$ cat config.mk
export PLATFORM = sky130hd
export DESIGN_NAME = pdu_peripheral_dma_unit
export DESIGN_NICKNAME = d
export VERILOG_FILES = /design/src/design/pdu_peripheral_dma_unit.v
export VERILOG_INCLUDE_DIRS = /design/src /design/src/design
export SDC_FILE = /design/constraint.sdc
export NUM_CORES = 1
export LEC_CHECK = 0
export ABC_AREA = 1
export BUFFER_PORTS_ARGS = -buffer_cell sky130_fd_sc_hd__buf_2
export CAP_MARGIN = 15
export CORE_MARGIN = 4
export CORE_UTILIZATION = 46
export CTS_CLUSTER_SIZE = 14
export DETAILED_ROUTE_END_ITERATION = 10
export PLACE_DENSITY_LB_ADDON = 0.08
export SYNTH_ARGS = -nofsm -noshare
export SYNTH_HDL_FRONTEND = slang
export SYNTH_SLANG_ARGS = --single-unit
$ cat constraint.sdc
create_clock -name clk_sys -period 7.5 [get_ports clk_sys]
set_input_delay 0.75 -clock clk_sys [delete_from_list [all_inputs] [get_ports clk_sys]]
set_output_delay 0.75 -clock clk_sys [all_outputs]
set_load 0.05 [all_outputs]
$ cat src/design/pdu_consts.vh
`ifndef PDU_CONSTS_VH
`define PDU_CONSTS_VH
// Channel count and selects
`define PDU_NCH 2
`define PDU_CHW 1
// Register index in bits [5:2], channel in bits [6]
`define PDU_IDX_HI 5
`define PDU_IDX_LO 2
`define PDU_CH_LO 6
`define PDU_REG_PTR 4'h0
`define PDU_REG_SEL 4'h1
`define PDU_REG_CNT 4'h2
`define PDU_REG_NPTR 4'h3
`define PDU_REG_NCNT 4'h4
`define PDU_REG_CMD 4'h5
`define PDU_REG_CFG 4'h6
`define PDU_REG_STATE 4'h7
`define PDU_REG_IEN 4'h8
`define PDU_REG_IDIS 4'h9
`define PDU_REG_IMSK 4'hA
`define PDU_REG_IFLG 4'hB
`define PDU_ADDR_W 12
// Command bits
`define PDU_CMD_GO 0
`define PDU_CMD_STOP 1
`define PDU_CMD_ERRCLR 8
// Config bits
`define PDU_CFG_SIZE_LO 0
`define PDU_CFG_SIZE_HI 1
`define PDU_CFG_EVENT_GATE_BIT 2
`define PDU_CFG_RING 3
// Item sizes
`define PDU_SZ_BYTE 2'h0
`define PDU_SZ_HALF 2'h1
`define PDU_SZ_WORD 2'h2
// Interrupt source bits
`define PDU_IRQ_RCZ 0
`define PDU_IRQ_TRC 1
`define PDU_IRQ_FAULT_FLAG 2
`define PDU_SEL_W 8
`endif

$ cat src/design/pdu_peripheral_dma_unit.v
// Strobed register access and the register addresses were left to the implementer.
`timescale 1ns/100ps
`include "pdu_consts.vh"
module pdu_peripheral_dma_unit (
	input wire clk_sys,
	input wire srst,
	input wire [`PDU_ADDR_W-1:0] reg_addr,
	input wire [31:0] reg_wdata,
	input wire reg_wr,
	input wire reg_rd,
	output reg [31:0] reg_rdata,
	input wire [`PDU_NCH-1:0] periph_req,
	output wire [`PDU_NCH-1:0] periph_ack,
	input wire [`PDU_NCH-1:0] periph_event,
	output wire [`PDU_NCH-1:0] event_overflow,
	output wire [`PDU_NCH-1:0] irq_line,
	output reg mem_req,
	output reg mem_write,
	output reg [31:0] mem_addr,
	output reg [1:0] mem_size,
	output reg [31:0] mem_wdata,
	input wire [31:0] mem_rdata,
	input wire mem_done,
	input wire mem_error,
	output reg per_req,
	output reg per_write,
	output reg [`PDU_SEL_W-1:0] per_id,
	output reg [31:0] per_wdata,
	input wire [31:0] per_rdata,
	input wire per_done
);
	localparam ST_IDLE = 2'h0;
	localparam ST_SRC = 2'h1;
	localparam ST_DST = 2'h2;

	reg [31:0] ptr_ff [0:`PDU_NCH-1];
	reg [15:0] cnt_ff [0:`PDU_NCH-1];
	reg [31:0] nptr_ff [0:`PDU_NCH-1];
	reg [15:0] ncnt_ff [0:`PDU_NCH-1];
	reg [`PDU_SEL_W-1:0] sel_ff [0:`PDU_NCH-1];
	reg [3:0] cfg_ff [0:`PDU_NCH-1];
	reg [`PDU_NCH-1:0] en_ff;
	reg [`PDU_NCH-1:0] err_ff;
	reg [`PDU_NCH-1:0] evt_ff;
	reg [`PDU_NCH-1:0] ovf_ff;
	reg [2:0] msk_ff [0:`PDU_NCH-1];
	reg [1:0] st_ff;
	reg [`PDU_CHW-1:0] cur_ff;
	reg [31:0] data_ff;
	reg [`PDU_NCH-1:0] ack_ff;

	wire [3:0] ridx = reg_addr[`PDU_IDX_HI:`PDU_IDX_LO];
	wire [`PDU_CHW-1:0] rch = reg_addr[`PDU_CH_LO+`PDU_CHW-1:`PDU_CH_LO];
	// Peripheral id MSB selects memory-to-peripheral direction
	wire cur_tx = sel_ff[cur_ff][`PDU_SEL_W-1];
	wire [1:0] cur_sz = cfg_ff[cur_ff][`PDU_CFG_SIZE_HI:`PDU_CFG_SIZE_LO];

	// Eligible channels and fixed priority pick
	reg [`PDU_NCH-1:0] elig;
	reg [`PDU_CHW-1:0] pick;
	reg pick_v;
	integer i;
	always @* begin
		elig = {`PDU_NCH{1'b0}};
		pick = {`PDU_CHW{1'b0}};
		pick_v = 1'b0;
		for (i = 0; i < `PDU_NCH; i = i + 1) begin
			// Counter nonzero required; a zero counter with reload reloads first
			elig[i] = en_ff[i] & ~err_ff[i] & periph_req[i] & (cnt_ff[i] != 16'h0000)
				& (~cfg_ff[i][`PDU_CFG_EVENT_GATE_BIT] | evt_ff[i]);
		end
		for (i = `PDU_NCH - 1; i >= 0; i = i - 1) begin
			if (elig[i]) begin
				pick = i[`PDU_CHW-1:0];
				pick_v = 1'b1;
			end
		end
	end

	assign periph_ack = ack_ff;
	assign event_overflow = ovf_ff;

	// Pointer step per width
	function [31:0] step;
		input [1:0] sz;
		begin
			case (sz)
				`PDU_SZ_BYTE: step = 32'h00000001;
				`PDU_SZ_HALF: step = 32'h00000002;
				default: step = 32'h00000004;
			endcase
		end
	endfunction

	function [31:0] trim;
		input [1:0] sz;
		input [31:0] d;
		begin
			case (sz)
				`PDU_SZ_BYTE: trim = {24'h000000, d[7:0]};
				`PDU_SZ_HALF: trim = {16'h0000, d[15:0]};
				default: trim = d;
			endcase
		end
	endfunction

	// Interrupt raw flags are levels derived from state, one flag block per channel
	wire [3*`PDU_NCH-1:0] raw_all;
	genvar g;
	generate
		for (g = 0; g < `PDU_NCH; g = g + 1) begin : gen_irq
			pdu_irq_flags #(
				.CW(16)
			) i_pdu_irq_flags (
				.cnt(cnt_ff[g]),
				.ncnt(ncnt_ff[g]),
				.err(err_ff[g]),
				.msk(msk_ff[g]),
				.raw(raw_all[3*g+2:3*g]),
				.irq(irq_line[g])
			);
		end
	endgenerate

	wire xfer_end = (st_ff == ST_DST) & (cur_tx ? per_done : mem_done);
	wire mem_fail = mem_error & ((st_ff == ST_SRC & cur_tx) | (st_ff == ST_DST & ~cur_tx));
	wire wr_cnt = reg_wr & (ridx == `PDU_REG_CNT);
	wire wr_ncnt = reg_wr & (ridx == `PDU_REG_NCNT);

	// All state sits in flops on one clock: a stopped clock freezes it in place
	integer c;
	always @(posedge clk_sys) begin
		if (srst) begin
			for (c = 0; c < `PDU_NCH; c = c + 1) begin
				ptr_ff[c] <= 32'h00000000;
				cnt_ff[c] <= 16'h0000;
				nptr_ff[c] <= 32'h00000000;
				ncnt_ff[c] <= 16'h0000;
				sel_ff[c] <= 8'h00;
				cfg_ff[c] <= 4'h0;
				msk_ff[c] <= 3'h0;
			end
			en_ff <= {`PDU_NCH{1'b0}};
			err_ff <= {`PDU_NCH{1'b0}};
			evt_ff <= {`PDU_NCH{1'b0}};
			ovf_ff <= {`PDU_NCH{1'b0}};
			ack_ff <= {`PDU_NCH{1'b0}};
			st_ff <= ST_IDLE;
			cur_ff <= {`PDU_CHW{1'b0}};
			data_ff <= 32'h00000000;
			mem_req <= 1'b0;
			mem_write <= 1'b0;
			mem_addr <= 32'h00000000;
			mem_size <= 2'h0;
			mem_wdata <= 32'h00000000;
			per_req <= 1'b0;
			per_write <= 1'b0;
			per_id <= 8'h00;
			per_wdata <= 32'h00000000;
		end else begin
			ack_ff <= {`PDU_NCH{1'b0}};
			ovf_ff <= {`PDU_NCH{1'b0}};
			for (c = 0; c < `PDU_NCH; c = c + 1) begin
				if (periph_event[c] & cfg_ff[c][`PDU_CFG_EVENT_GATE_BIT]) begin
					if (evt_ff[c] | (st_ff != ST_IDLE && cur_ff == c))
						ovf_ff[c] <= 1'b1;
					evt_ff[c] <= 1'b1;
				end
				// Reload when counter empties; also on reload write with counter zero
				if (cnt_ff[c] == 16'h0000 && ncnt_ff[c] != 16'h0000
					&& !(wr_ncnt && rch == c)) begin
					cnt_ff[c] <= ncnt_ff[c];
					ptr_ff[c] <= nptr_ff[c];
					if (!cfg_ff[c][`PDU_CFG_RING]) begin
						ncnt_ff[c] <= 16'h0000;
						nptr_ff[c] <= 32'h00000000;
					end
				end
			end
			case (st_ff)
				ST_IDLE: begin
					if (pick_v) begin
						cur_ff <= pick;
						ack_ff[pick] <= 1'b1;
						if (cfg_ff[pick][`PDU_CFG_EVENT_GATE_BIT])
							evt_ff[pick] <= periph_event[pick];
						st_ff <= ST_SRC;
						if (sel_ff[pick][`PDU_SEL_W-1]) begin
							mem_req <= 1'b1;
							mem_write <= 1'b0;
							mem_addr <= ptr_ff[pick];
							mem_size <= cfg_ff[pick][`PDU_CFG_SIZE_HI:`PDU_CFG_SIZE_LO];
						end else begin
							per_req <= 1'b1;
							per_write <= 1'b0;
							per_id <= sel_ff[pick];
						end
					end
				end
				ST_SRC: begin
					if (mem_fail) begin
						mem_req <= 1'b0;
						err_ff[cur_ff] <= 1'b1;
						st_ff <= ST_IDLE;
					end else if (cur_tx ? mem_done : per_done) begin
						mem_req <= 1'b0;
						per_req <= 1'b0;
						st_ff <= ST_DST;
						if (cur_tx) begin
							per_req <= 1'b1;
							per_write <= 1'b1;
							per_id <= sel_ff[cur_ff];
							per_wdata <= trim(cur_sz, mem_rdata);
						end else begin
							mem_req <= 1'b1;
							mem_write <= 1'b1;
							mem_addr <= ptr_ff[cur_ff];
							mem_size <= cur_sz;
							mem_wdata <= trim(cur_sz, per_rdata);
						end
					end
				end
				ST_DST: begin
					if (mem_fail) begin
						mem_req <= 1'b0;
						err_ff[cur_ff] <= 1'b1;
						st_ff <= ST_IDLE;
					end else if (xfer_end) begin
						mem_req <= 1'b0;
						per_req <= 1'b0;
						st_ff <= ST_IDLE;
						cnt_ff[cur_ff] <= cnt_ff[cur_ff] - 16'h0001;
						ptr_ff[cur_ff] <= ptr_ff[cur_ff] + step(cur_sz);
					end
				end
				default: st_ff <= ST_IDLE;
			endcase
			// Software writes last so they take effect over engine updates
			if (reg_wr) begin
				case (ridx)
					`PDU_REG_PTR: ptr_ff[rch] <= reg_wdata;
					`PDU_REG_SEL: sel_ff[rch] <= reg_wdata[`PDU_SEL_W-1:0];
					`PDU_REG_CNT: cnt_ff[rch] <= reg_wdata[15:0];
					`PDU_REG_NPTR: nptr_ff[rch] <= reg_wdata;
					`PDU_REG_NCNT: begin
						if (cnt_ff[rch] == 16'h0000) begin
							cnt_ff[rch] <= reg_wdata[15:0];
							ptr_ff[rch] <= nptr_ff[rch];
						end else
							ncnt_ff[rch] <= reg_wdata[15:0];
					end
					`PDU_REG_CMD: begin
						if (reg_wdata[`PDU_CMD_GO])
							en_ff[rch] <= 1'b1;
						if (reg_wdata[`PDU_CMD_STOP])
							en_ff[rch] <= 1'b0;
						// A fault raised in the same cycle wins over the clear
						if (reg_wdata[`PDU_CMD_ERRCLR] && !(mem_fail && cur_ff == rch))
							err_ff[rch] <= 1'b0;
					end
					`PDU_REG_CFG: cfg_ff[rch] <= reg_wdata[3:0];
					`PDU_REG_IEN: msk_ff[rch] <= msk_ff[rch] | reg_wdata[2:0];
					`PDU_REG_IDIS: msk_ff[rch] <= msk_ff[rch] & ~reg_wdata[2:0];
					default: ;
				endcase
			end
		end
	end

	// Read mux, data valid one cycle after strobe
	always @(posedge clk_sys) begin
		if (srst) begin
			reg_rdata <= 32'h00000000;
		end else if (reg_rd) begin
			case (ridx)
				`PDU_REG_PTR: reg_rdata <= ptr_ff[rch];
				`PDU_REG_SEL: reg_rdata <= {24'h000000, sel_ff[rch]};
				`PDU_REG_CNT: reg_rdata <= {16'h0000, cnt_ff[rch]};
				`PDU_REG_NPTR: reg_rdata <= nptr_ff[rch];
				`PDU_REG_NCNT: reg_rdata <= {16'h0000, ncnt_ff[rch]};
				`PDU_REG_CFG: reg_rdata <= {28'h0000000, cfg_ff[rch]};
				`PDU_REG_STATE: reg_rdata <= {31'h00000000, en_ff[rch]};
				`PDU_REG_IMSK: reg_rdata <= {29'h00000000, msk_ff[rch]};
				`PDU_REG_IFLG: reg_rdata <= {29'h00000000, raw_all[3*rch+:3]};
				default: reg_rdata <= 32'h00000000;
			endcase
		end else begin
			reg_rdata <= 32'h00000000;
		end
	end
endmodule

// Raw interrupt flags and masked request of one channel
module pdu_irq_flags #(
	parameter CW = 16
) (
	input wire [CW-1:0] cnt,
	input wire [CW-1:0] ncnt,
	input wire err,
	input wire [2:0] msk,
	output wire [2:0] raw,
	output wire irq
);
	assign raw[`PDU_IRQ_RCZ] = ncnt == {CW{1'b0}};
	assign raw[`PDU_IRQ_TRC] = (cnt == {CW{1'b0}}) & (ncnt == {CW{1'b0}});
	assign raw[`PDU_IRQ_FAULT_FLAG] = err;
	assign irq = |(raw & msk);
endmodule

==> metrics.csv, run 1 <==
metric;value;unit
result of the run;finished clean;
initial antenna violation count;0;
total of warnings raised by yosys;0;
FP Rows;79;
RSZ-0062 raised after global routing;false;
global-route wire length before repair;110.7;mm
drt via density;5.447;
hold_buf cts;0;
post-CTS setup buffer count;0;
static leakage power;11.20;nW
Hold Fails Final Rpt;0;
first element of the critical path;reg_addr[6];
sequential fraction of the synthesis area;45.24;%
detailed-route wire length per cell;19.05;µm
vertical extent of the die;224.7;µm
insertion delay to the later sink of the worst-skew pair;600;ps
Syn Nets;3155;
data required time of the critical path;7830;ps
clock tree root buffer cell;sky130_fd_sc_hd__clkbuf_16;
# nets final;3316;
# IOs;267;
total CTS buffers;44;
total power divided by cell area;196.8;nW/µm²
final global-route overflow total;0;
largest net degree at the start of global routing;70;
worst setup slack for register-to-register paths;3030;ps
CTS max path bufs;3;
Slew Limit Headroom;19.81;%
crit share post-route;63.08;%
Antenna diodes;0;
Seq cells post-synth;377;
highest clock rate;211.4;MHz
synthesis-to-layout area growth;13.31;%
number of DRC markers after the initial detailed-route iteration;2112;
area of all placed cells without fillers;24470;µm²
most common flop cell mapped by yosys;sky130_fd_sc_hd__edfxtp_1;
post-detail-place hpwl;49.32;mm
asr flop ratio synth;0;%
placed standard-cell area;22980;µm²
H-tree levels;2;
endpoint kind of the worst setup timing path;register;
Distinct cells, synth;47;
Total Neg Setup Slack;0;ps
worst setup path end;ptr_ff[0][2]$_DFFE_PP_;
number of buffer cells added on primary ports;259;
CTS tree;done;
Worst Reg2Reg Path Length in Cells;17;
vias;20870;
Global Route Usage Sum;27.82;%
critical path arrival;5070;ps
type of element launching the critical path;input pin;
Synth Cell Area;21590;µm²
DRC violation count after routing;0;
Post-CTS Resized;0;
Worst-path clk slew;60;ps
class of the tightest hold or removal check;in2reg;
Final setup viols;0;
core outline area;46460;µm²
endpoint of the worst register-to-register path;ptr_ff[1][19]$_DFFE_PP_;
clk sinks;377;
overall power after layout;4.815;mW
share of layout cells above drive strength 1;13.15;%
number of detailed-routing iterations run before antenna repair;8;
dominant cells by area after synthesis;sky130_fd_sc_hd__edfxtp_1, sky130_fd_sc_hd__nand2_1, sky130_fd_sc_hd__dfxtp_1;
Worst VDD drop;0.1807;mV
synthesized area per cell;7.134;µm²
post-synth top area share;30.87;%
category of the critical setup timing path;in2reg;
global placement routability congestion;0.9251;
Period minus WS final;4731;ps
final core utilization;52.67;%
DRT antenna net count;0;
routed wire length;72.99;mm
vias in the first global route;19220;
area leader, netlist;sky130_fd_sc_hd__edfxtp_1;
number of enable flip-flop cells after synthesis;222;
die span in x;224.7;µm
Fin Hold WS;394.7;ps
DIE AREA;50470;µm²
worst-path maximum fanout;67;
skew final;30.64;ps
Maximum Capacitance Violations;0;
number of pins exceeding their max-slew limit in the final report;0;
Initial Util;46.48;%
transition time at the pin with the least slew margin;1201;ps
gate count after technology mapping;3027;
## state kept, by name, indices dropped and copies added, names as in the netlist, named ones only
signal and count:
cnt_ff 32, mem_addr 32, mem_req 1, mem_wdata 32, msk_ff 6, per_req 1, per_wdata 32, sel_ff 16
mem_size 2, mem_write 1, ptr_ff 64, cfg_ff 8, cur_ff 1, reg_rdata 32, err_ff 2, event_overflow 2
en_ff 2, periph_ack 2, st_ff 2, per_write 1, per_id 7, ncnt_ff 32, nptr_ff 64, evt_ff 2
## worst min-delay path by stage
stage,from,end,cells after the start
floorplan,evt_ff[1]$_SDFF_PP0_,evt_ff[1]$_SDFF_PP0_,2
global placement,per_wdata[1]$_SDFFE_PP0P_,per_wdata[1]$_SDFFE_PP0P_,2
detailed placement,per_wdata[7]$_SDFFE_PP0P_,per_wdata[7]$_SDFFE_PP0P_,2
CTS,per_rdata[7],mem_wdata[7]$_SDFFE_PP0P_,3
global route,per_rdata[4],mem_wdata[4]$_SDFFE_PP0P_,3
finish,per_rdata[7],mem_wdata[7]$_SDFFE_PP0P_,3
## cell families (layout without fill, tap and decap cells)
kind of cell,count (synthesis),after routing,share of synthesized area [%]
compound gates,451,451,11.90
xor+xnor,22,22,0.8923
fa+ha+maj,9,9,0.5563
buf+inv,437,634,8.692
flops,377,377,45.24
mux,4,4,0.1854
simple gates,1727,1727,32.54
## through the flow
stage	setup slack (ps)	instances
after floorplan	4520	3027
after global placement	2337	3748
after detailed placement	2298	3748
after CTS	2914	3830
after global routing	2482	3831
final	2769	3831
## cells in the mapped netlist, types with 7 or more instances
| cell | n |
|---|---|
| sky130_fd_sc_hd__nand4_1 | 19 |
| sky130_fd_sc_hd__clkinv_1 | 8 |
| sky130_fd_sc_hd__clkbuf_1 | 66 |
| sky130_fd_sc_hd__inv_2 | 14 |
| sky130_fd_sc_hd__a21oi_1 | 122 |
| sky130_fd_sc_hd__o211ai_1 | 24 |
| sky130_fd_sc_hd__ha_1 | 8 |
| sky130_fd_sc_hd__a31oi_1 | 12 |
| sky130_fd_sc_hd__buf_1 | 14 |
| sky130_fd_sc_hd__nand2_1 | 1016 |
| sky130_fd_sc_hd__o21ai_1 | 40 |
| sky130_fd_sc_hd__xor2_1 | 17 |
| sky130_fd_sc_hd__inv_1 | 246 |
| sky130_fd_sc_hd__a22oi_1 | 27 |
| sky130_fd_sc_hd__buf_2 | 65 |
| sky130_fd_sc_hd__nor2_1 | 429 |
| sky130_fd_sc_hd__dfxtp_1 | 155 |
| sky130_fd_sc_hd__o21ai_2 | 22 |
| sky130_fd_sc_hd__nand2_2 | 8 |
| sky130_fd_sc_hd__edfxtp_1 | 222 |
| sky130_fd_sc_hd__nor2_2 | 7 |
| sky130_fd_sc_hd__buf_6 | 14 |
| sky130_fd_sc_hd__o21ai_0 | 176 |
| sky130_fd_sc_hd__nand3b_1 | 35 |
| sky130_fd_sc_hd__a221oi_1 | 10 |
| sky130_fd_sc_hd__o22ai_1 | 7 |
| sky130_fd_sc_hd__nand3_1 | 192 |
| sky130_fd_sc_hd__buf_4 | 9 |
## final cells by class
class,count,area [µm²]
Inverter,268,1006
Clock buffer,70,1316
Fill cell,4641,21990
Multi-Input combinational cell,2213,9962
Tap cell,607,759.5
Timing Repair Buffer,284,1506
Clock inverter,12,143.9
Sequential cell,377,9773
## report_power, final
group / internal, mW / switching, mW / total [mW] / leakage (nW)
clock: 1.28 / 0.891 / 2.17 / 0.721
combinational: 0.0926 / 0.273 / 0.365 / 6.97
sequential: 2.25 / 0.0340 / 2.28 / 3.51
## layer usage
metal	vias to the layer above	wire (µm)	GRT usage, %
met3	143	5509	3.641
met1	9706	31090	37.73
li1	10130	-	-
met2	892	34440	46.72
met5	-	0	0
met4	0	1945	8.617
## placed cells by master, fill, tap and decap left out, types with 10 or more instances in the layout
cell type and n:
sky130_fd_sc_hd__o21ai_1 40, sky130_fd_sc_hd__a21oi_1 122, sky130_fd_sc_hd__xor2_1 17, sky130_fd_sc_hd__inv_1 245, sky130_fd_sc_hd__a221oi_1 10, sky130_fd_sc_hd__clkbuf_1 13
sky130_fd_sc_hd__edfxtp_1 222, sky130_fd_sc_hd__nor2_1 428, sky130_fd_sc_hd__nand4_1 19, sky130_fd_sc_hd__a31oi_1 12, sky130_fd_sc_hd__nand3b_1 35, sky130_fd_sc_hd__buf_4 25
sky130_fd_sc_hd__clkbuf_8 11, sky130_fd_sc_hd__o211ai_1 24, sky130_fd_sc_hd__dfxtp_1 154, sky130_fd_sc_hd__clkbuf_16 44, sky130_fd_sc_hd__nand3_1 191, sky130_fd_sc_hd__inv_2 15
sky130_fd_sc_hd__a22oi_1 27, sky130_fd_sc_hd__nand2_1 1013, sky130_fd_sc_hd__buf_2 258, sky130_fd_sc_hd__o21ai_2 22, sky130_fd_sc_hd__o21ai_0 176, sky130_fd_sc_hd__nand2_2 11
## critical path, cell delays in order
cell and delay (ps):
sky130_fd_sc_hd__buf_4 420, sky130_fd_sc_hd__buf_4 650, sky130_fd_sc_hd__o21ai_0 270, sky130_fd_sc_hd__nand4_1 160
sky130_fd_sc_hd__nor2_1 70, sky130_fd_sc_hd__nand3_2 60, sky130_fd_sc_hd__buf_4 590, sky130_fd_sc_hd__nand2_1 220
sky130_fd_sc_hd__nand2_2 700, sky130_fd_sc_hd__inv_1 540, sky130_fd_sc_hd__buf_4 380, sky130_fd_sc_hd__nand2_1 90
sky130_fd_sc_hd__nand2_1 60
(Power assumes the default switching activity.)
==> run 2: changes to the inputs <==
==> constraint.sdc (replaced) <==
create_clock -name clk_sys -period 4.92 [get_ports clk_sys]
set_input_delay 0.492 -clock clk_sys [delete_from_list [all_inputs] [get_ports clk_sys]]
set_output_delay 0.492 -clock clk_sys [all_outputs]
set_load 0.05 [all_outputs]
==> metrics.csv, run 2 (same netlist as run 1, synthesis figures left out) <==
metric;value;unit
result of the run;finished clean;
clock tree root buffer cell;sky130_fd_sc_hd__clkbuf_16;
total power divided by cell area;298.6;nW/µm²
# IOs;267;
critical path arrival;4180;ps
global placement routability congestion;0.9596;
die span in x;224.7;µm
Final setup viols;0;
global-route wire length before repair;110.6;mm
largest net degree at the start of global routing;81;
DRT antenna net count;0;
# nets final;3327;
hold_buf cts;0;
vertical extent of the die;224.7;µm
static leakage power;11.25;nW
drt via density;5.399;
area of the multi-input gates;9960;µm²
share of layout cells above drive strength 1;13.52;%
final global-route overflow total;0;
Initial Util;46.48;%
crit share post-route;78.57;%
endpoint kind of the worst setup timing path;register;
vias in the first global route;19910;
DIE AREA;50470;µm²
RSZ-0062 raised after global routing;false;
total of fill cells in the finished design;4575;
Total Neg Setup Slack;0;ps
Hold Fails Final Rpt;0;
detailed-route wire length per cell;18.82;µm
Post-Layout Cell Count;3841;
CTS max path bufs;3;
synthesis-to-layout area growth;13.61;%
Period minus WS final;3866;ps
CTS tree;done;
skew final;32.13;ps
highest clock rate;258.7;MHz
data required time of the critical path;5240;ps
worst-path maximum fanout;63;
total met3 wirelength after detailed routing;6.015;mm
number of pins exceeding their max-slew limit in the final report;0;
clk sinks;377;
post-CTS setup buffer count;0;
cell chain of the critical path;buf_4, nand2_1, o21ai_0, ha_1, nand2_1, o21ai_1, inv_1, nor2_1, nand3_1, o21ai_1, nand3_1, nand3_1, nand2_1;
Slew Limit Headroom;33.07;%
number of buffer cells added on primary ports;259;
Maximum Capacitance Violations;0;
number of detailed-routing iterations run before antenna repair;6;
FP Rows;79;
number of DRC markers after the initial detailed-route iteration;1951;
Regs by FF count;nptr_ff x64, ptr_ff x64;
vias;20740;
Metal-1 WL;29.81;mm
met2 wire len;34.18;mm
H-tree levels;2;
type of element launching the critical path;register;
Post-CTS Resized;0;
total CTS buffers;43;
Worst VDD drop;0.2676;mV
Critical Path Slowest Stage Cell;sky130_fd_sc_hd__buf_4;
insertion delay to the later sink of the worst-skew pair;590;ps
post-detail-place hpwl;50.04;mm
category of the critical setup timing path;reg2reg;
most used cells in the layout excluding fill and tap cells;sky130_fd_sc_hd__nand2_1, sky130_fd_sc_hd__nor2_1, sky130_fd_sc_hd__buf_2, sky130_fd_sc_hd__inv_1, sky130_fd_sc_hd__edfxtp_1;
area occupied by registers;9773;µm²
core outline area;46460;µm²
critical path's largest stage delay;720;ps
DP Cell Count;3761;
Global Route Usage Sum;27.77;%
class of the tightest hold or removal check;in2reg;
CP top delay family;simple AND/OR/NAND/NOR gates;
leading cell type in the layout, fill and taps excluded;sky130_fd_sc_hd__nand2_1;
crit path buf inv count;2;
transition time at the pin with the least slew margin;1003;ps
Top Metal Used;met5;
DRC violation count after routing;0;
initial antenna violation count;2;
Worst-path clk slew;60;ps
routed wire length;72.27;mm
==> run 2: cell count changes in the layout (fill, tap and decap cells not counted), moves of 2 or more <==
| cell | previous run | this run |
|---|---|---|
| sky130_fd_sc_hd__clkbuf_4 | 2 | 0 |
| sky130_fd_sc_hd__clkinvlp_4 | 0 | 3 |
| sky130_fd_sc_hd__clkbuf_1 | 13 | 8 |
| sky130_fd_sc_hd__clkinv_2 | 4 | 6 |
| sky130_fd_sc_hd__buf_4 | 25 | 38 |
==> run 2: layer usage <==
metal / vias to the layer above / global-route usage (%)
li1: 10150 / -
met1: 9552 / 36.74
met2: 887 / 46.44
met3: 148 / 4.464
met4: 2 / 9.881
met5: - / 0
==> run 2: report_power, final <==
group          switching, mW  leakage (nW)  internal [mW]  total [mW]
clock network           1.34         0.713           1.95        3.29
registers             0.0521          3.51           3.42        3.48
logic                  0.415          7.03          0.144       0.558
==> run 2: tightest hold or removal path: stages <==
cell and delay, ps:
sky130_fd_sc_hd__buf_2 70, sky130_fd_sc_hd__nor2_1 30, sky130_fd_sc_hd__nor2_1 80
==> run 2: per-stage QoR <==
stage | util (%) | setup WS, ps | hold WS, ps | cell area, µm² | power, mW
global placement | 49.67 | 1018 | 429.8 | 23070 | 4.084
CTS | 52.80 | 1084 | 113.2 | 24530 | 7.380
global route | 52.81 | 744.9 | 148.3 | 24530 | 7.574
floorplan | - | 1940 | 462.5 | 21590 | 3.870
finish | 52.81 | 1054 | 147.5 | 24530 | 7.325
detailed placement | 49.67 | 982.1 | 436.2 | 23070 | 4.091
==> run 2: final timing paths <==
kind                                                 from                   endpoint  slack [ps]  cells past startpoint
worst max-delay path                             register    ptr_ff[1][17]$_DFFE_PP_        1050                     13
worst min-delay path                         per_rdata[6]  mem_wdata[6]$_SDFFE_PP0P_         150                      3
worst max register to register                   register    ptr_ff[1][17]$_DFFE_PP_        1050                     13
worst min register to register  per_wdata[5]$_SDFFE_PP0P_  per_wdata[5]$_SDFFE_PP0P_         440                      2
==> run 2: cell type report <==
cell class              instances  share of cell area (%)
flip-flops and latches        377                   39.84
inverters                     268                   4.101
well taps                     607                   3.096
repair buffers                296                   6.426
diodes                          1                 0.01020
clock inverters                15                  0.6018
clock buffers                  64                   5.330
multi-input cells            2213                   40.60
